[src/rtl/pfg_pkg.sv]
// package: offsets, fields and pin indices for the port f/g override block
package pfg_pkg;
  localparam logic [5:0] PFG_IO_SFIO_OFS   = 6'h20;  // dedicated i/o space offset
  localparam logic [7:0] PFG_DATA_BIAS    = 8'h20;  // data space = i/o offset + bias
  localparam logic [7:0] PFG_IO_SPACE_TOP = 8'h3f;  // last dedicated i/o offset
  localparam int         PFG_PUD_BIT      = 2;      // global pull-up disable field
  localparam logic       PFG_PUD_RST      = 1'b0;   // reset value of that field
  localparam logic [7:0] PFG_SFIO_RST     = 8'h00;  // register reset value
  // port f pins taken by the test port
  localparam int PFG_TDI_PIN = 7;
  localparam int PFG_TDO_PIN = 6;
  localparam int PFG_TMS_PIN = 5;
  localparam int PFG_TCK_PIN = 4;
  // port g pins
  localparam int PFG_OSCI_PIN = 4;
  localparam int PFG_OSCO_PIN = 3;
  localparam int PFG_ALE_PIN  = 2;
  localparam int PFG_RDS_PIN  = 1;
  localparam int PFG_WRS_PIN  = 0;
endpackage

[src/rtl/pfg_override.sv]
// port f/g alternate-function override logic with the special function register
// What this block does
// - test port on: tdi/tms/tck pull-up forced on, direction input, input disabled.
// - port f bits 3:0 have no overrides, only analog routing to channels 0-3.
// - legacy mode: g2:0 always present the memory strobes, never general i/o.
// - timer0 async select: g4 is oscillator input, pull-up off, input, no digital in.
// - timer0 async select: g3 is oscillator output, unusable as general i/o.
// - g4/g3 pull-up, direction, input-enable overrides follow async select, values zero.
// - ext memory on: g2 output, pull-up off, drives address latch strobe.
// - ext memory on: g1 output, pull-up off, drives read strobe.
// - ext memory on: g0 output, pull-up off, write strobe; input enable untouched.
// - global pull-up disable set kills every port pull-up not held by an override.
// - global pull-up disable is r/w at bit 2, resets to zero.
// - i/o offsets 0x00-0x3f; data space address is offset plus 0x20.
// - special function register at i/o 0x20 and data address 0x40.
// - tdo high impedance except in shifting test states.
// - test pin pull-ups stay on while reset is asserted.
`timescale 1ns/10ps
`default_nettype none
module pfg_override
  import pfg_pkg::*;
#(
  parameter int WIDTH = 8
) (
  // clock, reset, enable
  input  wire logic             CLK,
  input  wire logic             SYS_RST,
  input  wire logic             CLK_EN,
  // core register access: io space or data space
  input  wire logic             IO_SEL,
  input  wire logic             DATA_SEL,
  input  wire logic [7:0]       ADDR,
  input  wire logic             WR_EN,
  input  wire logic             RD_EN,
  input  wire logic [7:0]       WDATA,
  output logic      [7:0]       RDATA,
  output logic                  RHIT,
  // mode controls from other blocks
  input  wire logic             TEST_PORT_ENABLE,
  input  wire logic             INSTR_SHIFT_STATE,
  input  wire logic             DATA_SHIFT_STATE,
  input  wire logic             SCAN_OUT,
  input  wire logic             TIMER0_ASYNC_SELECT,
  input  wire logic             EXT_MEM_ENABLE,
  input  wire logic             LEGACY_MODE,
  input  wire logic             ALE_STROBE,
  input  wire logic             RD_STROBE,
  input  wire logic             WR_STROBE,
  // generic port cell values, port f
  input  wire logic [WIDTH-1:0] PF_PIN_DIRECTION_BIT,
  input  wire logic [WIDTH-1:0] PF_PIN_OUTPUT_BIT,
  // generic port cell values, port g
  input  wire logic [WIDTH-1:0] PG_PIN_DIRECTION_BIT,
  input  wire logic [WIDTH-1:0] PG_PIN_OUTPUT_BIT,
  // effective pin controls, port f
  output logic      [WIDTH-1:0] PF_PULLUP,
  output logic      [WIDTH-1:0] PF_DIR,
  output logic      [WIDTH-1:0] PF_OUT,
  output logic      [WIDTH-1:0] PF_INPUT_EN,
  output logic      [WIDTH-1:0] PF_ANALOG_IO_PATH,
  // effective pin controls, port g
  output logic      [WIDTH-1:0] PG_PULLUP,
  output logic      [WIDTH-1:0] PG_DIR,
  output logic      [WIDTH-1:0] PG_OUT,
  output logic      [WIDTH-1:0] PG_INPUT_EN,
  output logic      [WIDTH-1:0] PG_ANALOG_IO_PATH,
  // global pull-up disable state
  output logic                  GLOBAL_PULLUP_DISABLE
);

  // register state
  logic global_pullup_disable_r;
  logic global_pullup_disable_nxt;
  logic sfio_hit;

  // address decode: io space as printed, data space shifted by bias
  function automatic logic sfio_match(input logic io, input logic dsp, input logic [7:0] a);
    logic m;
    m = 1'b0;
    if (io && a <= PFG_IO_SPACE_TOP && a[5:0] == PFG_IO_SFIO_OFS) begin
      m = 1'b1;
    end
    if (dsp && a == ({2'b00, PFG_IO_SFIO_OFS} + PFG_DATA_BIAS)) begin
      m = 1'b1;
    end
    return m;
  endfunction

  assign sfio_hit = sfio_match(IO_SEL, DATA_SEL, ADDR);

  // next value of the pull-up disable bit
  always_comb begin
    global_pullup_disable_nxt = global_pullup_disable_r;
    if (CLK_EN && WR_EN && sfio_hit) begin
      global_pullup_disable_nxt = WDATA[PFG_PUD_BIT];
    end
  end

  // register; clock enable low freezes it
  always_ff @(posedge CLK) begin
    if (SYS_RST) begin
      global_pullup_disable_r <= PFG_PUD_RST;
    end else begin
      global_pullup_disable_r <= global_pullup_disable_nxt;
    end
  end

  // read path; other bits read zero
  always_comb begin
    RDATA = PFG_SFIO_RST;
    RHIT  = RD_EN && sfio_hit;
    if (RHIT) begin
      RDATA[PFG_PUD_BIT] = global_pullup_disable_r;
    end
  end

  assign GLOBAL_PULLUP_DISABLE = global_pullup_disable_r;

  // override vectors per port
  logic [WIDTH-1:0] f_pullup_override_enable, f_pullup_override_value, f_direction_override_enable, f_direction_override_value, f_port_value_override_enable, f_port_value_override_value, f_input_enable_override_enable, f_input_enable_override_value;
  logic [WIDTH-1:0] g_pullup_override_enable, g_pullup_override_value, g_direction_override_enable, g_direction_override_value, g_port_value_override_enable, g_port_value_override_value, g_input_enable_override_enable, g_input_enable_override_value;
  logic             shift_active;
  logic             mem_on;

  assign shift_active = INSTR_SHIFT_STATE || DATA_SHIFT_STATE;
  // legacy mode keeps port g bits 2:0 on their strobe functions
  assign mem_on = EXT_MEM_ENABLE || LEGACY_MODE;

  // port f override table; bits 3:0 stay zero
  always_comb begin
    f_pullup_override_enable  = '0;
    f_pullup_override_value  = '0;
    f_direction_override_enable  = '0;
    f_direction_override_value  = '0;
    f_port_value_override_enable  = '0;
    f_port_value_override_value  = '0;
    f_input_enable_override_enable = '0;
    f_input_enable_override_value = '0;
    if (TEST_PORT_ENABLE) begin
      f_pullup_override_enable[PFG_TDI_PIN]  = 1'b1;
      f_pullup_override_enable[PFG_TMS_PIN]  = 1'b1;
      f_pullup_override_enable[PFG_TCK_PIN]  = 1'b1;
      f_pullup_override_value[PFG_TDI_PIN]  = 1'b1;
      f_pullup_override_value[PFG_TMS_PIN]  = 1'b1;
      f_pullup_override_value[PFG_TCK_PIN]  = 1'b1;
      f_direction_override_enable[PFG_TDI_PIN]  = 1'b1;
      f_direction_override_enable[PFG_TMS_PIN]  = 1'b1;
      f_direction_override_enable[PFG_TCK_PIN]  = 1'b1;
      f_input_enable_override_enable[PFG_TDI_PIN] = 1'b1;
      f_input_enable_override_enable[PFG_TMS_PIN] = 1'b1;
      f_input_enable_override_enable[PFG_TCK_PIN] = 1'b1;
      f_pullup_override_enable[PFG_TDO_PIN]  = 1'b1;
      f_direction_override_enable[PFG_TDO_PIN]  = 1'b1;
      f_direction_override_value[PFG_TDO_PIN]  = shift_active;
      f_port_value_override_enable[PFG_TDO_PIN]  = 1'b1;
      f_port_value_override_value[PFG_TDO_PIN]  = SCAN_OUT;
      f_input_enable_override_enable[PFG_TDO_PIN] = 1'b1;
    end
  end

  // port g override table
  always_comb begin
    g_pullup_override_enable  = '0;
    g_pullup_override_value  = '0;
    g_direction_override_enable  = '0;
    g_direction_override_value  = '0;
    g_port_value_override_enable  = '0;
    g_port_value_override_value  = '0;
    g_input_enable_override_enable = '0;
    g_input_enable_override_value = '0;
    if (TIMER0_ASYNC_SELECT) begin
      g_pullup_override_enable[PFG_OSCI_PIN]  = 1'b1;
      g_direction_override_enable[PFG_OSCI_PIN]  = 1'b1;
      g_input_enable_override_enable[PFG_OSCI_PIN] = 1'b1;
      g_pullup_override_enable[PFG_OSCO_PIN]  = 1'b1;
      g_direction_override_enable[PFG_OSCO_PIN]  = 1'b1;
      g_input_enable_override_enable[PFG_OSCO_PIN] = 1'b1;
    end
    if (mem_on) begin
      g_pullup_override_enable[PFG_ALE_PIN] = 1'b1;
      g_direction_override_enable[PFG_ALE_PIN] = 1'b1;
      g_direction_override_value[PFG_ALE_PIN] = 1'b1;
      g_port_value_override_enable[PFG_ALE_PIN] = 1'b1;
      g_port_value_override_value[PFG_ALE_PIN] = ALE_STROBE;
      g_pullup_override_enable[PFG_RDS_PIN] = 1'b1;
      g_direction_override_enable[PFG_RDS_PIN] = 1'b1;
      g_direction_override_value[PFG_RDS_PIN] = 1'b1;
      g_port_value_override_enable[PFG_RDS_PIN] = 1'b1;
      g_port_value_override_value[PFG_RDS_PIN] = RD_STROBE;
      g_pullup_override_enable[PFG_WRS_PIN] = 1'b1;
      g_direction_override_enable[PFG_WRS_PIN] = 1'b1;
      g_direction_override_value[PFG_WRS_PIN] = 1'b1;
      g_port_value_override_enable[PFG_WRS_PIN] = 1'b1;
      g_port_value_override_value[PFG_WRS_PIN] = WR_STROBE;
    end
  end

  // mux one property: override wins where enabled
  function automatic logic [WIDTH-1:0] ovr(input logic [WIDTH-1:0] oe, input logic [WIDTH-1:0] ov,
                                           input logic [WIDTH-1:0] gen);
    return (oe & ov) | (~oe & gen);
  endfunction

  // generic pull-up request is input with output bit set; global disable
  // only gates pins not held by an override, so test pins keep their pull-ups
  function automatic logic [WIDTH-1:0] pull(input logic [WIDTH-1:0] oe, input logic [WIDTH-1:0] ov,
                                            input logic [WIDTH-1:0] dir, input logic [WIDTH-1:0] o,
                                            input logic dis);
    logic [WIDTH-1:0] gen;
    gen = ~dir & o & {WIDTH{~dis}};
    return ovr(oe, ov, gen);
  endfunction

  // pull-up path is combinational from overrides, so it holds through reset
  assign PF_PULLUP = pull(f_pullup_override_enable, f_pullup_override_value, PF_PIN_DIRECTION_BIT, PF_PIN_OUTPUT_BIT,
                          global_pullup_disable_r);
  assign PG_PULLUP = pull(g_pullup_override_enable, g_pullup_override_value, PG_PIN_DIRECTION_BIT, PG_PIN_OUTPUT_BIT,
                          global_pullup_disable_r);

  // direction, value, input enable
  assign PF_DIR      = ovr(f_direction_override_enable, f_direction_override_value, PF_PIN_DIRECTION_BIT);
  assign PF_OUT      = ovr(f_port_value_override_enable, f_port_value_override_value, PF_PIN_OUTPUT_BIT);
  assign PF_INPUT_EN = ovr(f_input_enable_override_enable, f_input_enable_override_value, {WIDTH{1'b1}});
  assign PG_DIR      = ovr(g_direction_override_enable, g_direction_override_value, PG_PIN_DIRECTION_BIT);
  assign PG_OUT      = ovr(g_port_value_override_enable, g_port_value_override_value, PG_PIN_OUTPUT_BIT);
  assign PG_INPUT_EN = ovr(g_input_enable_override_enable, g_input_enable_override_value, {WIDTH{1'b1}});

  // analog routing: port f all to converter, g4/g3 to oscillator when async
  assign PF_ANALOG_IO_PATH = {WIDTH{1'b1}};
  always_comb begin
    PG_ANALOG_IO_PATH = '0;
    PG_ANALOG_IO_PATH[PFG_OSCI_PIN] = TIMER0_ASYNC_SELECT;
    PG_ANALOG_IO_PATH[PFG_OSCO_PIN] = TIMER0_ASYNC_SELECT;
  end
endmodule
`default_nettype wire

[config.mk]
export PLATFORM = sky130hd
export DESIGN_NAME = pfg_override
export DESIGN_NICKNAME = d
export VERILOG_FILES = /design/src/rtl/pfg_pkg.sv /design/src/rtl/pfg_override.sv
export SDC_FILE = /design/constraint.sdc
export NUM_CORES = 1
export LEC_CHECK = 0
export ABC_AREA = 1
export BUFFER_PORTS_ARGS = -buffer_cell sky130_fd_sc_hd__buf_2
export CORE_MARGIN = 5
export CORE_UTILIZATION = 24
export DETAILED_ROUTE_END_ITERATION = 8
export PLACE_DENSITY = 0.78
export REMOVE_ABC_BUFFERS = 1
export SLEW_MARGIN = 30
export SYNTH_ARGS = -nofsm -noshare
export SYNTH_HDL_FRONTEND = slang
export SYNTH_SLANG_ARGS = --single-unit
[constraint.sdc]
create_clock -name CLK -period 0.8 [get_ports CLK]
set_clock_uncertainty 0.15 [all_clocks]
set_input_delay 0.04 -clock CLK [delete_from_list [all_inputs] [get_ports CLK]]
set_output_delay 0.04 -clock CLK [all_outputs]
set_load 0.02 [all_outputs]
Word level (Yosys, flattened, before mapping) --
Index checks and enable logic that the tools add are counted.
Cells by class: reduce and logical (&&, ||, !) cells 8, $lt $le $gt $ge 1, bitwise operators 28, mux-type cells 11, eq/ne operators 2
Operators by type and width (count):
- bitwise AND 8 bit | 11
- NOT 8 bit | 3
- NOT 5 -> 8 bit | 2
- bitwise OR 8 bit | 2
- bitwise AND 8 x 7 -> 8 bit | 1
- equality test 8 x 7 -> 1 bit (second input constant) | 1
- <= comparator 8 x 6 -> 1 bit (second input constant) | 1
- NOT 3 -> 8 bit | 1
- NOT 7 -> 8 bit | 1
- bitwise OR 3 x 8 -> 8 bit | 1
- bitwise OR 5 x 8 -> 8 bit | 1
- bitwise OR 7 x 8 -> 8 bit | 1
- bitwise AND 7 bit | 1
- equality test 6 bit (second input constant) | 1
- logical AND 1 bit | 6
- two-way mux 1 bit | 6
- two-way mux 3 bit | 2
- bitwise AND 5 x 3 -> 5 bit | 1
- two-way mux 2 bit | 2
- two-way mux 4 bit | 1
- bitwise AND 3 bit | 1
- logical OR 1 bit | 2
- NOT 1 bit | 1
Word-level totals: word-level logic and storage cells 51, output and inout port bits 90, input port bits 65, register bits 1

Longest topological paths before layout --
depth in word-level cells 7, gate-level depth with buffers 7, mapped depth without buffers 7

Worst setup path after synthesis --
Ideal clock, no wire load.
kind reg2out, start register global_pullup_disable_r, in the netlist GLOBAL_PULLUP_DISABLE, end output port PF_PULLUP[0], required time 610 ps, buffers on the path 1, arrival time 1122 ps, setup slack -512 ps, cell stages (with the launch flop) 3, cell sequence dfxtp_1 buf_2 nor3b_1
On the way: cells in the longest elaborated chain, start to end 4
Ends and longest elaborated chain:
- start: declaration | line pfg_override.sv:72 | logic global_pullup_disable_r;
- start signal: assignment | line pfg_override.sv:104 | global_pullup_disable_r <= global_pullup_disable_nxt;
- NOT 1 bit | line pfg_override.sv:210 | gen = ~dir & o & {WIDTH{~dis}};
- bitwise AND 8 bit | line pfg_override.sv:210
- bitwise AND 8 bit | line pfg_override.sv:201 | return (oe & ov) | (~oe & gen);
- bitwise OR 8 bit | line pfg_override.sv:201
- end: declaration | line pfg_override.sv:56 | output logic [WIDTH-1:0] PF_PULLUP,
Every way passes these cells.

Worst setup path in the final report --
start register global_pullup_disable_r, in the netlist GLOBAL_PULLUP_DISABLE, end output port PG_PULLUP[5]
On the way: cells in the longest elaborated chain, start to end 3
Ends and longest elaborated chain:
- NOT 1 bit | line pfg_override.sv:210
- bitwise AND 8 bit | line pfg_override.sv:210
- bitwise AND 8 bit | line pfg_override.sv:201
- end: declaration | line pfg_override.sv:62 | output logic [WIDTH-1:0] PG_PULLUP,
Every way passes these cells.

==> metrics <==
Post-synth EDFFs 0; fin crit period 1.04 ns; post-route ant nets 0; Clock Latency Late Sink 0 ns; fraction of layout cells with a size suffix above 1 0.695; top post-synthesis cells by area buf_4 50%, nand2_1 10%, inv_1 6.7%; Hold WC Path Type input port to register; total grt overflow 0; Hold Slack 0.133 ns; initial antenna violation count 0; post-synth top area share 0.503; Post-Route WL 3400 µm; Largest register FFs 1; first-pass iteration count of the detailed router 2; failing checks negative setup slack; Vias 1106; Remaining DRCs 0; asr flop ratio synth 0; max-slew violation count 0; clk slew on worst S/H paths 0 ns; core box area 3360 µm²; vias in the first global route 1095; hold path depth 4; Final GP Congestion 0.802; I/O pin total 155; Initial Util 0.249; Cell Chain, Critical Path clkbuf_16, nor3b_2, buf_4; Die X-Extent 69.0 µm; count of final setup violators 26; worst-case reg-to-reg path depth 4; PortBufs 116; Worst EP required 0.61 ns; synthesized cell area 836 µm²; worst hold start SYS_RST; Distinct cells, synth 19; Post-Place Cell Area 1220 µm²; Static Leak 0.952 nW; prevailing post-synth register cell dfxtp_1; r2r startpoint GLOBAL_PULLUP_DISABLE; Largest stage delay, worst path 0.36 ns; total track usage 0.113; Crit path depth 3; Row Count 21; CP max FO 5; CP bufs+invs 2; Total Power 0.000984 W; Worst path slowest cell dfxtp_4; setup slack, reg-to-reg -0.05 ns; CP Class register to output port; Via density 3.88; family with the most delay on the worst path flip-flops; fillers 333; top cells by instance count after synthesis 56 x buf_4, 23 x nand2_1, 15 x inv_1; first-pass GRT wire length 4730 µm; register area share after synthesis 0.0240; DR WL/cell 11.9 µm; hold endpoint GLOBAL_PULLUP_DISABLE; Fin. Hold Viols 0; worst r2r dst GLOBAL_PULLUP_DISABLE; largest net degree at the start of global routing 12; hpwl dp 2640 µm; setup TNS -4.23 ns; Iteration-0 DRC Markers 12; FF+latch count, synth 1; Mean Syn Cell Area 5.97 µm²; PwrDens 620 nW/µm²; Ant. Diodes 0; area leader, netlist buf_4; Mapped Cells 140; PnR worst setup slack -0.238 ns; final period utilization 1.30; Max IR drop VDD 354 µV; outcome finished, violations left; area of the die 4760 µm²; critical path capture point type output port; DIE HEIGHT 69.0 µm; most frequent cell after synthesis buf_4; RSZ-0062 raised after global routing yes; area delta synth->final 90.0%; Arr. time, crit path 0.85 ns; Synth warnings 0; Critical Path Source Type register; layout net count 306; fmax 964 MHz; total of max-cap violations 0; fin area 1590 µm²
## worst min-delay path, cell delays in order
cell and delay [ns]:
buf_2 0.08, inv_1 0.03, nand2_1 0.05, nor2_1 0.04
## placed cells by master, fill, tap and decap left out, types with 4 or more instances in the layout
cell | synthesis | routed
buf_4 | 56 | 14
nor2_4 | 1 | 4
buf_6 | 0 | 25
buf_2 | 1 | 86
conb_1 | 2 | 31
nand3_2 | 1 | 4
or2_4 | 1 | 4
inv_1 | 15 | 15
nor3b_2 | 0 | 7
nand2_1 | 23 | 15
nand2_2 | 0 | 7
nor2_1 | 12 | 8
## area by class of cell
cell class                 count  area, µm²  area share
timing repair buffer         127        862       0.543
inverter                      18       75.1      0.0473
multi-input combinational     93        569       0.359
sequential                     1       23.8      0.0150
tap                           46       57.6      0.0362
## worst max-delay path by stage
stage | startpoint | end | slack (ns)
3_3_place_gp | ADDR[3] | RDATA[2] | -0.26
6_report | GLOBAL_PULLUP_DISABLE | PG_PULLUP[5] | -0.24
4_1_cts | GLOBAL_PULLUP_DISABLE | PF_PULLUP[2] | -0.25
3_5_place_dp | LEGACY_MODE | PG_PULLUP[0] | -0.30
5_1_grt | ADDR[7] | GLOBAL_PULLUP_DISABLE | -0.32
2_1_floorplan | GLOBAL_PULLUP_DISABLE | RDATA[2] | -0.67
## power breakdown
group          total [W]  internal [W]  switching, W
Sequential     0.0000478     0.0000476   0.000000189
Combinational   0.000936      0.000372      0.000564
Clock                  0             0             0
## what timing repair did
action	4_1_cts	5_1_grt
hold buffers	0	0
cloned	0	1
setup endpoints to repair	26	30
gates resized for setup	52	43
buffers inserted	2	1
pin swaps	10	20
## per-stage QoR
| stage | utilization | cells | setup slack (ns) |
|---|---|---|---|
| after global placement | 0.363 | 281 | -0.259 |
| after CTS | 0.417 | 283 | -0.252 |
| after global routing | 0.472 | 285 | -0.323 |
| after floorplan | - | 112 | -0.669 |
| final | 0.472 | 285 | -0.238 |
| after detailed placement | 0.363 | 281 | -0.301 |
## kinds of logic after synthesis
family / after synthesis / share of synthesized area
simple gates: 59 / 0.359
buf+inv: 75 / 0.590
flops: 1 / 0.0240
compound gates: 3 / 0.0180
other cells: 2 / 0.00899
## routing by layer
metal	up-vias	track usage	routed length (µm)
met4	0	0.0152	42
li1	538	-	-
met5	-	0	0
met2	82	0.246	1930
met3	4	0.0305	358
met1	482	0.100	1070
(Power assumes the default switching activity.)
